### src/rtl/mhc_defines.vh
// register offsets, field positions, reset values and timing counts
// assumes inclusion by the heater control files only
`ifndef MHC_DEFINES_VH
`define MHC_DEFINES_VH

// ----------------------------------------------------------------
// register byte offsets
// ----------------------------------------------------------------
`define MHC_OFS_CTRL    8'h00
`define MHC_OFS_LEVEL   8'h04
`define MHC_OFS_TOPO    8'h08
`define MHC_OFS_DICFG   8'h0C
`define MHC_OFS_PHASE   8'h10
`define MHC_OFS_PF      8'h14
`define MHC_OFS_STATUS  8'h18

// ----------------------------------------------------------------
// field positions and widths
// ----------------------------------------------------------------
`define MHC_CTRL_HDIS   0
`define MHC_CTRL_START  1
`define MHC_CTRL_STOP   2
`define MHC_LEVEL_W     5
`define MHC_TOPO_W      3
`define MHC_DICFG_W     6
`define MHC_PF_W        8

// ----------------------------------------------------------------
// encodings
// ----------------------------------------------------------------
`define MHC_LEVEL_OFF   5'h00
`define MHC_LEVEL_MAX   5'h19
`define MHC_TOPO_NORMAL 3'h0
`define MHC_TOPO_INDELT 3'h1
`define MHC_TOPO_WYEDEL 3'h2
`define MHC_TOPO_PHASE  3'h3
`define MHC_TOPO_CURFOL 3'h4
`define MHC_TOPO_DIRECT 3'h5
`define MHC_DI_NONE     2'h0
`define MHC_DI_HEAT_EN  2'h1
`define MHC_DI_HEAT_DIS 2'h2
`define MHC_PH_INSENS   2'h0
`define MHC_PH_SINGLE   2'h3
`define MHC_PF_MIN      8'h9C
`define MHC_PF_MAX      8'h64
`define MHC_PF_RESET    8'hA4

// ----------------------------------------------------------------
// timing
// ----------------------------------------------------------------
`define MHC_CLK_NS      40
`define MHC_HEAT_OFF_NS 1000
`define MHC_HEAT_OFF_CYC ((`MHC_HEAT_OFF_NS + `MHC_CLK_NS - 1) / `MHC_CLK_NS)

`endif

### src/rtl/mhc_sync3.v
// three-stage input synchroniser with agreement filter
// assumes din is asynchronous to pclk
`timescale 1ns/100ps
module mhc_sync3 #(
  parameter W = 3
) (
  input  wire         pclk,
  input  wire         presetn,
  input  wire         ce,
  input  wire [W-1:0] din,
  output reg  [W-1:0] dout
);
  reg [W-1:0] s1_q;
  reg [W-1:0] s2_q;
  reg [W-1:0] s3_q;
  integer i;

  always @(posedge pclk or negedge presetn) begin
    if (!presetn) begin
      s1_q <= {W{1'b0}};
      s2_q <= {W{1'b0}};
      s3_q <= {W{1'b0}};
      dout <= {W{1'b0}};
    end else if (ce) begin
      s1_q <= din;
      s2_q <= s1_q;
      s3_q <= s2_q;
      for (i = 0; i < W; i = i + 1) begin
        if (s2_q[i] == s3_q[i]) begin
          dout[i] <= s3_q[i];
        end
      end
    end
  end
endmodule // mhc_sync3

### src/rtl/mhc_start_seq.v
// start sequencer: clears heating, waits, then starts the motor
// assumes start and stop are one-cycle pulses on pclk
`timescale 1ns/100ps
`include "mhc_defines.vh"
module mhc_start_seq #(
  parameter GAP_CYC = `MHC_HEAT_OFF_CYC
) (
  input  wire       pclk,
  input  wire       presetn,
  input  wire       ce,
  input  wire       start,
  input  wire       stop,
  output wire       stopped,
  output reg        run_q,
  output reg        go_q,
  output wire [1:0] state
);
  localparam [1:0] S_IDLE = 2'b00;
  localparam [1:0] S_GAP  = 2'b01;
  localparam [1:0] S_RUN  = 2'b10;
  localparam [7:0] GAP8   = GAP_CYC[7:0];

  reg [1:0] st_q;
  reg [1:0] st_d;
  reg [7:0] cnt_q;

  assign stopped = (st_q == S_IDLE);
  assign state   = st_q;

  always @* begin
    st_d = st_q;
    case (st_q)
      S_IDLE:  if (start && !stop) st_d = S_GAP;
      S_GAP:   if (stop) st_d = S_IDLE;
               else if (cnt_q == 8'h01) st_d = S_RUN;
      S_RUN:   if (stop) st_d = S_IDLE;
      default: st_d = S_IDLE;
    endcase
  end

  always @(posedge pclk or negedge presetn) begin
    if (!presetn) begin
      st_q  <= S_IDLE;
      cnt_q <= 8'h00;
      run_q <= 1'b0;
      go_q  <= 1'b0;
    end else if (ce) begin
      st_q  <= st_d;
      run_q <= (st_d == S_RUN);
      go_q  <= (st_q == S_GAP) && (st_d == S_RUN);
      if (st_q == S_IDLE) begin
        cnt_q <= GAP8;
      end else if (cnt_q != 8'h00) begin
        cnt_q <= cnt_q - 8'h01;
      end
    end
  end
endmodule // mhc_start_seq

### src/rtl/mhc_top.v
// motor winding heater / anti-windmilling enable control with apb registers
// assumes apb3 master on pclk; prog inputs are asynchronous pins
//
// Local design decisions: the register addresses and the APB register port.
`timescale 1ns/100ps
`include "mhc_defines.vh"
module mhc_top #(
  parameter GAP_CYC = `MHC_HEAT_OFF_CYC
) (
  input  wire        pclk,
  input  wire        presetn,
  input  wire        ce,
  input  wire        psel,
  input  wire        penable,
  input  wire        pwrite,
  input  wire [7:0]  paddr,
  input  wire [31:0] pwdata,
  output reg  [31:0] prdata,
  output wire        pready,
  output wire        pslverr,
  input  wire        prog_input_one,
  input  wire        prog_input_two,
  input  wire        prog_input_three,
  output reg         dc_heat_en,
  output reg  [4:0]  dc_heat_level,
  output wire [2:0]  starter_topology,
  output wire [1:0]  phase_order,
  output wire [7:0]  rated_pf,
  output wire        motor_run,
  output wire        motor_start_pulse
);

  // ----------------------------------------------------------------
  // helpers
  // ----------------------------------------------------------------
  function lvl_ok;
    input [4:0] v;
    begin
      lvl_ok = (v <= `MHC_LEVEL_MAX);
    end
  endfunction

  function pf_ok;
    input [7:0] v;
    begin
      pf_ok = (v != 8'h00) &&
              ((!v[7] && v <= `MHC_PF_MAX) || (v[7] && v >= `MHC_PF_MIN));
    end
  endfunction

  function [2:0] di_has;
    input [5:0] cfg;
    input [1:0] code;
    begin
      di_has = {cfg[5:4] == code, cfg[3:2] == code, cfg[1:0] == code};
    end
  endfunction

  function topo_ok;
    input [2:0] v;
    begin
      topo_ok = (v <= `MHC_TOPO_DIRECT);
    end
  endfunction

  // ----------------------------------------------------------------
  // state
  // ----------------------------------------------------------------
  reg        hdis_q;
  reg [4:0]  level_q;
  reg [2:0]  topo_q;
  reg [5:0]  dicfg_q;
  reg [1:0]  phase_q;
  reg [7:0]  pf_q;
  reg        start_q;
  reg        stop_q;
  wire [2:0] di_s;
  wire       stopped;
  wire       run;
  wire [1:0] seq_state;
  wire       go;

  // ----------------------------------------------------------------
  // input synchronisers
  // ----------------------------------------------------------------
  mhc_sync3 #(
    .W (3)
  ) u_sync (
    .pclk    (pclk),
    .presetn (presetn),
    .ce      (ce),
    .din     ({prog_input_three, prog_input_two, prog_input_one}),
    .dout    (di_s)
  );

  // ----------------------------------------------------------------
  // start sequencer
  // ----------------------------------------------------------------
  mhc_start_seq #(
    .GAP_CYC (GAP_CYC)
  ) u_seq (
    .pclk    (pclk),
    .presetn (presetn),
    .ce      (ce),
    .start   (start_q),
    .stop    (stop_q),
    .stopped (stopped),
    .run_q   (run),
    .go_q    (go),
    .state   (seq_state)
  );

  assign motor_run         = run;
  assign motor_start_pulse = go;
  assign starter_topology  = topo_q;
  assign phase_order       = phase_q;
  assign rated_pf          = pf_q;

  // ----------------------------------------------------------------
  // apb decode
  // ----------------------------------------------------------------
  wire acc     = psel && penable;
  wire wr      = acc && pwrite;
  wire locked  = (level_q != `MHC_LEVEL_OFF);
  wire a_ctrl  = (paddr == `MHC_OFS_CTRL);
  wire a_level = (paddr == `MHC_OFS_LEVEL);
  wire a_topo  = (paddr == `MHC_OFS_TOPO);
  wire a_dicfg = (paddr == `MHC_OFS_DICFG);
  wire a_phase = (paddr == `MHC_OFS_PHASE);
  wire a_pf    = (paddr == `MHC_OFS_PF);
  wire a_stat  = (paddr == `MHC_OFS_STATUS);
  wire a_cfg   = a_topo || a_dicfg || a_phase || a_pf;
  wire mapped  = a_ctrl || a_level || a_cfg || a_stat;

  reg bad_val;
  always @* begin
    bad_val = 1'b0;
    if (a_level) begin
      bad_val = (pwdata[31:5] != 27'h0) || !lvl_ok(pwdata[4:0]);
    end else if (a_topo) begin
      bad_val = (pwdata[31:3] != 29'h0) || !topo_ok(pwdata[2:0]);
    end else if (a_dicfg) begin
      bad_val = (pwdata[31:6] != 26'h0);
    end else if (a_phase) begin
      bad_val = (pwdata[31:2] != 30'h0);
    end else if (a_pf) begin
      bad_val = (pwdata[31:8] != 24'h0) || !pf_ok(pwdata[7:0]);
    end else if (a_stat) begin
      bad_val = 1'b1;
    end
  end

  wire refuse = !mapped || (pwrite && (bad_val || (a_cfg && locked)));
  wire wr_ok  = wr && !refuse;

  assign pready  = 1'b1;
  assign pslverr = acc && refuse;

  // ----------------------------------------------------------------
  // register writes
  // ----------------------------------------------------------------
  always @(posedge pclk or negedge presetn) begin
    if (!presetn) begin
      hdis_q  <= 1'b0;
      level_q <= `MHC_LEVEL_OFF;
      topo_q  <= `MHC_TOPO_NORMAL;
      dicfg_q <= 6'h00;
      phase_q <= `MHC_PH_INSENS;
      pf_q    <= `MHC_PF_RESET;
      start_q <= 1'b0;
      stop_q  <= 1'b0;
    end else if (ce) begin
      start_q <= wr_ok && a_ctrl && pwdata[`MHC_CTRL_START];
      stop_q  <= wr_ok && a_ctrl && pwdata[`MHC_CTRL_STOP];
      if (wr_ok && a_ctrl) begin
        hdis_q <= pwdata[`MHC_CTRL_HDIS];
      end
      if (wr_ok && a_level) begin
        level_q <= pwdata[4:0];
      end
      if (wr_ok && a_topo) begin
        topo_q <= pwdata[2:0];
      end
      if (wr_ok && a_dicfg) begin
        dicfg_q <= pwdata[5:0];
      end
      if (wr_ok && a_phase) begin
        phase_q <= pwdata[1:0];
      end
      if (wr_ok && a_pf) begin
        pf_q <= pwdata[7:0];
      end
    end
  end

  // ----------------------------------------------------------------
  // heating decision
  // ----------------------------------------------------------------
  wire [2:0] en_map  = di_has(dicfg_q, `MHC_DI_HEAT_EN);
  wire [2:0] dis_map = di_has(dicfg_q, `MHC_DI_HEAT_DIS);
  wire       any_en  = |en_map;
  wire       any_dis = |dis_map;
  wire       single  = (phase_q == `MHC_PH_SINGLE);

  wire en_gate  = !any_en || |(en_map & di_s);
  wire dis_gate = !any_dis || !(|(dis_map & di_s));

  // stopped covers no-gate case and keeps heat out of gap and run
  wire heat_d = locked && stopped && en_gate && dis_gate
                && !hdis_q
                && !single;

  always @(posedge pclk or negedge presetn) begin
    if (!presetn) begin
      dc_heat_en    <= 1'b0;
      dc_heat_level <= `MHC_LEVEL_OFF;
    end else if (ce) begin
      dc_heat_en    <= heat_d;
      dc_heat_level <= heat_d ? level_q : `MHC_LEVEL_OFF;
    end
  end

  // ----------------------------------------------------------------
  // read data
  // ----------------------------------------------------------------
  reg [31:0] rd_d;
  always @* begin
    rd_d = 32'h0000_0000;
    if (a_ctrl) begin
      rd_d[`MHC_CTRL_HDIS] = hdis_q;
    end else if (a_level) begin
      rd_d[4:0] = level_q;
    end else if (a_topo) begin
      rd_d[2:0] = topo_q;
    end else if (a_dicfg) begin
      rd_d[5:0] = dicfg_q;
    end else if (a_phase) begin
      rd_d[1:0] = phase_q;
    end else if (a_pf) begin
      rd_d[7:0] = pf_q;
    end else if (a_stat) begin
      rd_d[0]   = dc_heat_en;
      rd_d[1]   = stopped;
      rd_d[2]   = run;
      rd_d[3]   = locked;
      rd_d[6:4] = di_s;
      rd_d[9:8] = seq_state;
    end
  end

  always @(posedge pclk or negedge presetn) begin
    if (!presetn) begin
      prdata <= 32'h0000_0000;
    end else if (ce && psel && !penable && !pwrite) begin
      prdata <= rd_d;
    end
  end

endmodule // mhc_top

### config.mk
export PLATFORM = sky130hd
export DESIGN_NAME = mhc_top
export DESIGN_NICKNAME = d
export VERILOG_FILES = /design/src/rtl/mhc_sync3.v /design/src/rtl/mhc_start_seq.v /design/src/rtl/mhc_top.v
export VERILOG_INCLUDE_DIRS = /design/src /design/src/rtl
export SDC_FILE = /design/constraint.sdc
export NUM_CORES = 1
export LEC_CHECK = 0
export BUFFER_PORTS_ARGS = -buffer_cell sky130_fd_sc_hd__buf_2
export CELL_PAD_IN_SITES_DETAIL_PLACEMENT = 0
export CELL_PAD_IN_SITES_GLOBAL_PLACEMENT = 1
export CORE_MARGIN = 2
export CORE_UTILIZATION = 43
export DETAILED_ROUTE_END_ITERATION = 6
export MAX_ROUTING_LAYER = met4
export PLACE_DENSITY = 0.94
export SYNTH_ARGS = -nofsm -noshare
export SYNTH_HDL_FRONTEND = slang
export SYNTH_SLANG_ARGS = --single-unit
### constraint.sdc
create_clock -name pclk -period 4.99 [get_ports pclk]
set_input_delay 0 -clock pclk [delete_from_list [all_inputs] [get_ports pclk]]
set_output_delay 0 -clock pclk [all_outputs]
set_load 0.05 [all_outputs]
; ---- Yosys cells after proc, flatten, opt, wreduce, memory -nomap -nowiden
; Index checks and enable logic that the tools add are counted.
[word_totals]
reg_bits = 67
input_bits = 49
output_inout_bits = 55
word_cells = 166
[classes]
n_addsub = 1
order_cmp = 4
n_eq_ne = 20
muxes = 38
bitwise_logic = 2
n_reduce_logical = 80
[op_table]
columns = operator, n
row1 = 7-bit 2-to-1 mux, 8
row2 = 8-bit 2-to-1 mux, 7
row3 = 30-bit nonzero test, 1
row4 = 29-bit nonzero test, 1
row5 = 1-bit logical AND, 27
row6 = 27-bit nonzero test, 1
row7 = 26-bit nonzero test, 1
row8 = "8-bit by 5-bit == test with 1-bit output, second input constant", 3
row9 = 24-bit nonzero test, 1
row10 = 2-bit AND reduction, 10
row11 = "8-bit by 4-bit == test with 1-bit output, second input constant", 2
row12 = 8-bit nonzero test, 2
row13 = 5-bit 2-to-1 mux, 3
row14 = 1-bit zero test, 14
row15 = 1-bit logical OR, 14
row16 = 2-bit 2-to-1 mux, 7
row17 = "2-bit == test, second input constant", 6
row18 = 3-bit OR reduction, 4
row19 = 9-bit 2-to-1 mux, 1
row20 = "2-bit by 1-bit == test with 1-bit output, second input constant", 4
row21 = "8-bit by 1-bit == test with 1-bit output, second input constant", 1
row22 = "8-bit by 3-bit == test with 1-bit output, second input constant", 1
row23 = "8-bit >= comparator, second input constant", 1
row24 = "8-bit by 7-bit less-or-equal comparator with 1-bit output, second input constant", 1
row25 = other kinds (14), 24

; ---- Longest topological paths before layout
[depth]
ltp_word = 18
mapped_depth = 9

; ---- Cells and area by module
; A second synthesis with hierarchy kept.
[unflattened]
hier_cells = 356
area_unflattened_um2 = 3729.8
[by_module_without_submodules]
columns = mod, n_inst, cells_per_inst, area_per_inst_um2, seq_area_each_um2
row1 = mhc_top, 1, 246, 2526.2, 1079.8
row2 = mhc_start_seq, 1, 72, 708.2, 300.3
row3 = mhc_sync3, 1, 38, 495.5, 300.3

; ---- Worst setup path before layout
; Ideal clock, no wire load.
[synth_timing]
path_kind = input -> register
startpoint = in paddr[7]
endpoint = reg topo_q[0], in the netlist starter_topology[0]
setup_time_ns = 0.125
t_arrival_ns = 2.164
required_ns = 4.865
setup_slack_ns = 2.701
stages = 6
path_cell_list = or4_4 > or4b_4 > nor3_2 > a211oi_2 > a2111oi_4 > mux2_2
[synth_between]
elab_chain_cells = 14
word_cells_on_any_way = 28
classes_between = eq/ne: 6 / mux: 6 / reduce/logical: 16
[synth_rtl]
columns = item, line
row1 = from (decl), mhc_top.v:16  ; input wire [7:0] paddr,
row2 = 8-bit by 5-bit == test with 1-bit output (no line), --
row3 = 1-bit 2-to-1 mux, mhc_top.v:148  ; end else if (a_stat) begin
row4 = 1-bit 2-to-1 mux, mhc_top.v:146  ; end else if (a_pf) begin
row5 = 1-bit 2-to-1 mux, mhc_top.v:144  ; end else if (a_phase) begin
row6 = 1-bit 2-to-1 mux, mhc_top.v:142  ; end else if (a_dicfg) begin
row7 = 1-bit 2-to-1 mux, mhc_top.v:140  ; end else if (a_topo) begin
row8 = 1-bit 2-to-1 mux, mhc_top.v:138  ; if (a_level) begin
row9 = 1-bit logical OR, mhc_top.v:153  ; wire refuse = !mapped || (pwrite && (bad_val || (a_cfg && locked)));
row10 = 1-bit logical AND, mhc_top.v:153
row11 = 1-bit logical OR, mhc_top.v:153
row12 = 1-bit zero test, mhc_top.v:154  ; wire wr_ok = wr && !refuse;
row13 = 1-bit logical AND, mhc_top.v:154
row14 = 1-bit logical AND *, mhc_top.v:181  ; if (wr_ok && a_topo) begin
row15 = 2-bit AND reduction (no line) *, --
row16 = to (signal assigned), mhc_top.v:166  ; topo_q <= `MHC_TOPO_NORMAL;
row17 = to (signal assigned), mhc_top.v:182  ; topo_q <= pwdata[2:0];
row18 = to (decl), mhc_top.v:71  ; reg [2:0] topo_q;
; Mark *: on every way between the ends. The rest lies on a longest branch, timed or not.
; A chain may end at the register's enable or synchronous reset.

; ---- Worst setup path in the final report
[layout_timing]
startpoint = in pwdata[5]
endpoint = reg dicfg_q[5]
[layout_between]
elab_chain_cells = 18
word_cells_on_any_way = 26
classes_between = order compare: 2 / mux: 5 / reduce/logical: 19
[layout_rtl]
columns = item, line
row1 = from (decl), mhc_top.v:17  ; input wire [31:0] pwdata,
row2 = 8-bit by 7-bit less-or-equal comparator with 1-bit output (no line) / 8-bit >= comparator (equally long branches), --
row3 = 1-bit logical AND (no line), --
row4 = 1-bit logical OR, mhc_top.v:47  ; ((!v[7] && v <= `MHC_PF_MAX) || (v[7] && v >= `MHC_PF_MIN));
row5 = 1-bit logical AND, mhc_top.v:46  ; pf_ok = (v != 8'h00) &&
row6 = 1-bit zero test, mhc_top.v:147  ; bad_val = (pwdata[31:8] != 24'h0) || !pf_ok(pwdata[7:0]);
row7 = 1-bit logical OR, mhc_top.v:147
row8 = 1-bit 2-to-1 mux, mhc_top.v:146
row9 = 1-bit 2-to-1 mux, mhc_top.v:144
row10 = [2 not listed], --
row11 = 1-bit 2-to-1 mux, mhc_top.v:138
row12 = 1-bit logical OR, mhc_top.v:153
row13 = 1-bit logical AND, mhc_top.v:153
row14 = 1-bit logical OR, mhc_top.v:153
row15 = 1-bit zero test, mhc_top.v:154
row16 = 1-bit logical AND, mhc_top.v:154
row17 = 1-bit logical AND, mhc_top.v:184  ; if (wr_ok && a_dicfg) begin
row18 = 2-bit AND reduction (no line), --
row19 = to (signal assigned), mhc_top.v:185  ; dicfg_q <= pwdata[5:0];
row20 = to (decl), mhc_top.v:72  ; reg [5:0] dicfg_q;
; Several ways; a longest one is shown, not always the timed one.

==> impl_metrics.tcl <==
set metrics [dict create \
    ys_types 60 \
    cts_buffers 9 \
    drt_pass1_iterations 4 \
    comb_power_share_pct 19.6 \
    pwr-share-seq_pct 48.4 \
    worst_pin_slew_ps 829.2 \
    coreArea_um2 8175 \
    numClockSinks 67 \
    path_cells "dlygate4sd3_1 > buf_2 > or3_1 > nand2b_1 > o311ai_0 > nand4_1 > nor3b_2 > mux2_2" \
    rows 33 \
    drt_iter0_drc 162 \
    num_io_pins 104 \
    port_buffers 80 \
    die-area_um2 9171 \
    synthArstFlopShare_pct 100.0 \
    root_buffer "clkbuf_8" \
    total_power_mw 1.370 \
    worst_slack_ps 2284 \
    grt_pass1_vias 2872 \
    clockBufferDepth 2 \
    outcome "completed" \
    cts_tree "done" \
    grt_antenna_before_repair 0 \
    drc 0 \
    synthCells 357 \
    cts_setup_buffers 0 \
    dp_slack_ps 2419 \
    cap_viol_max_count 0 \
    wl_per_cell_um 16.54 \
    whs_path_depth 2 \
    yosys_warnings 0 \
    htreeDepth 3 \
    synth-main-ff-cell "dfrtp_1" \
    cp-end-kind "flip-flop" \
    r2r_cells 6 \
    relSlewSlack_pct 44.72 \
    postRouteAntennaNets 0 \
    cpMaxStageDelayCell "dlygate4sd3_1" \
    nNetsFinal 490 \
    setup_viol 0 \
    cp_max_fo 6 \
    worst_ir_drop_vdd_v 0.0001399 \
    final_core_util_pct 52.17 \
    worst_setup_path_start_kind "input port" \
    min_period_ps 2706 \
    skew_ps 5.530 \
    cp_data_arrival_time_ps 2930 \
    slew_viol_final 0 \
    routed_via_density 5.563 \
    grt_pass1_wl_um 14250 \
    gp_congestion 0.9248 \
    p_switching_uw 437.0 \
    cp.required_ps 5220 \
    antennaDiodeCount 0 \
    synth_edf_count 0 \
    post-route-period-util_pct 54.23 \
    grt_usage_pct 21.17 \
    fin_tns_setup_ps 0 \
    grt_setup_unrepaired "false" \
    hp-class "in -> reg" \
    hold_violations 0 \
    grt-ovfl-total 0 \
    worst-setup-path-type "in -> reg" \
    routed_wl_um 9047 \
    die_w_um 95.77 \
    grt_max_degree 68 \
    fillers 747 \
    p_per_area_nw_per_um2 321.2 \
    start_util_pct 44.29 \
    avgSynthCellArea_um2 10.14 \
    p_clk_share_pct 32.1 \
    fin_cells 547 \
    clk_pin_slew_ps 70 \
    final_layout_size_suffix_gt1_share_pct 31.45 \
    die_y_um 95.77 \
    intPower_uw 933.0 \
    fmax_ghz 0.3696 \
    insertion_delay_ps 340 \
    vias 3043 \
    power.leakage_nw 2.018 \
    place_inst 526 \
    synth_seq_area_share_pct 46.41 \
    area_growth_pct 17.80 \
    critPathMaxStageDelay_ps 530 \
    syn_area_um2 3621 \
    swShare_pct 31.90 \
    ys_seq_elements 67 \
    dpl.hpwl_um 6588 \
]
layer usage:
metal,up-vias,track usage [%],wire length (um)
li1,1425,-,-
met1,1484,28.40,4071
met2,124,32.23,4213
met3,10,3.915,632
met4,0,7.857,129
met5,-,-,0
stage by stage:
step	hold WS, ps	cell area, um^2
2_1_floorplan	-295.6	3700
6_report	26.85	4265
3_5_place_dp	238.2	4013
3_3_place_gp	228.2	4013
5_1_grt	36.77	4265
4_1_cts	19.40	4265
synthesized netlist by cell type (all sizes together) (3+ instances only):
cell,number,area [um^2]
or3,4,25.02
buf,25,181.4
a211oi,3,27.52
a22oi,3,22.52
and3,3,18.77
xor2,3,26.28
nand2b,4,25.02
nor2b,5,31.28
o31ai,3,22.52
o21ai,26,130.1
dfstp,3,78.83
mux2,31,349.1
a21oi,13,65.06
nand3,8,40.04
nand2,32,120.1
dfrtp,64,1602
clkbuf,14,52.55
a21o,3,22.52
xnor2,3,26.28
a32oi,3,26.28
nor3,18,111.4
inv,8,30.03
a22o,8,70.07
nor4,9,56.30
nor2,20,75.07
path summary, 6_finish.rpt:
path                          endpoint  startpoint  slack [ps]
max reg2reg                 dicfg_q[5]  level_q[4]        2730
min in group asynchronous   level_q[0]     presetn         380
max                         dicfg_q[5]   pwdata[5]        2280
min reg2reg                  prdata[0]   prdata[0]         480
max in group asynchronous    prdata[4]     presetn        4070
min                        rated_pf[4]   pwdata[4]          30
sequential cells by signal (all words and copies together), names as in the netlist:
register and flops:
dicfg_q 6, prdata 10, hdis_q 1, u_sync.s2_q 3, u_seq.go_q 1, rated_pf 8, u_seq.run_q 1, stop_q 1
start_q 1, level_q 5, dc_heat_level 5, starter_topology 3, u_sync.s1_q 3, u_sync.dout 3, u_seq.cnt_q 8, phase_order 2
dc_heat_en 1, u_sync.s3_q 3, u_seq.state 2
power by group through the flow:
stage,Combinational [mW],Sequential (mW),Clock (mW)
4_1_cts,0.269,0.663,0.442
5_1_grt,0.301,0.671,0.466
2_1_floorplan,0.196,0.667,0
6_report,0.268,0.662,0.439
3_5_place_dp,0.264,0.672,0
3_3_place_gp,0.256,0.668,0
cells in the final DEF (no fill, tap or decap), types with 2 or more instances in the layout:
| cell | netlist | routed |
|---|---|---|
| buf_2 | 1 | 80 |
| dfrtp_1 | 64 | 64 |
| nand2_1 | 32 | 32 |
| mux2_2 | 31 | 31 |
| o21ai_0 | 26 | 26 |
| conb_1 | 2 | 23 |
| nor2_1 | 20 | 20 |
| nor3_1 | 15 | 15 |
| a21oi_1 | 13 | 13 |
| clkbuf_8 | 0 | 10 |
| nor4_1 | 9 | 9 |
| inv_1 | 8 | 8 |
| nand3_1 | 8 | 8 |
| a22o_1 | 8 | 8 |
| dlygate4sd3_1 | 0 | 7 |
| nor2b_1 | 5 | 5 |
| nand2b_1 | 4 | 4 |
| or3_1 | 4 | 4 |
| xor2_1 | 3 | 3 |
| xnor2_1 | 3 | 3 |
| o31ai_1 | 3 | 3 |
| and3_1 | 3 | 3 |
| a22oi_1 | 3 | 3 |
| a32oi_1 | 3 | 3 |
| a21o_1 | 3 | 3 |
| dfstp_2 | 3 | 3 |
| a2bb2oi_1 | 2 | 2 |
| a211oi_1 | 2 | 2 |
| nand4_1 | 2 | 2 |
| nor3_2 | 2 | 2 |
| nor4b_1 | 2 | 2 |
| o41ai_1 | 2 | 2 |
| o211ai_1 | 2 | 2 |
| o31a_1 | 2 | 2 |
| nand3b_1 | 2 | 2 |
| a221oi_1 | 2 | 2 |
| mux2i_1 | 2 | 2 |
| ha_1 | 2 | 2 |
| clkbuf_1 | 14 | 2 |
| buf_4 | 23 | 2 |
critical path: cells and delay by family:
kind                   cells  cell delay, ps
AO/OA/AOI/OAI              1             440
AND/OR/NAND/NOR            4            1430
multiplexers               1             390
buffers and inverters      2             690
kinds of logic after synthesis:
group,after synthesis,synth area share (%)
other cells,2,0.2074
xor+xnor,6,1.452
buf+inv,47,7.291
simple gates,115,16.72
mux,33,10.19
fa+ha+maj,2,0.6910
compound gates,85,17.04
flops,67,46.41
area by class of cell:
cell class / count / area (um^2) / area share, %
Inverter: 8 / 30.03 / 0.7040
Multi-Input combinational cell: 264 / 1755 / 41.16
Sequential cell: 67 / 1680 / 39.40
Tap cell: 105 / 131.4 / 3.080
Timing Repair Buffer: 89 / 485.5 / 11.38
Clock buffer: 12 / 145.1 / 3.403
Clock inverter: 2 / 37.54 / 0.8800
what timing repair did:
item | 4_1_cts | 5_1_grt
hold buffers | 7 | 0
hold endpoints to repair | 71 | 0
gates resized for setup | 0 | 0
Power figures use the tool's default switching activity.
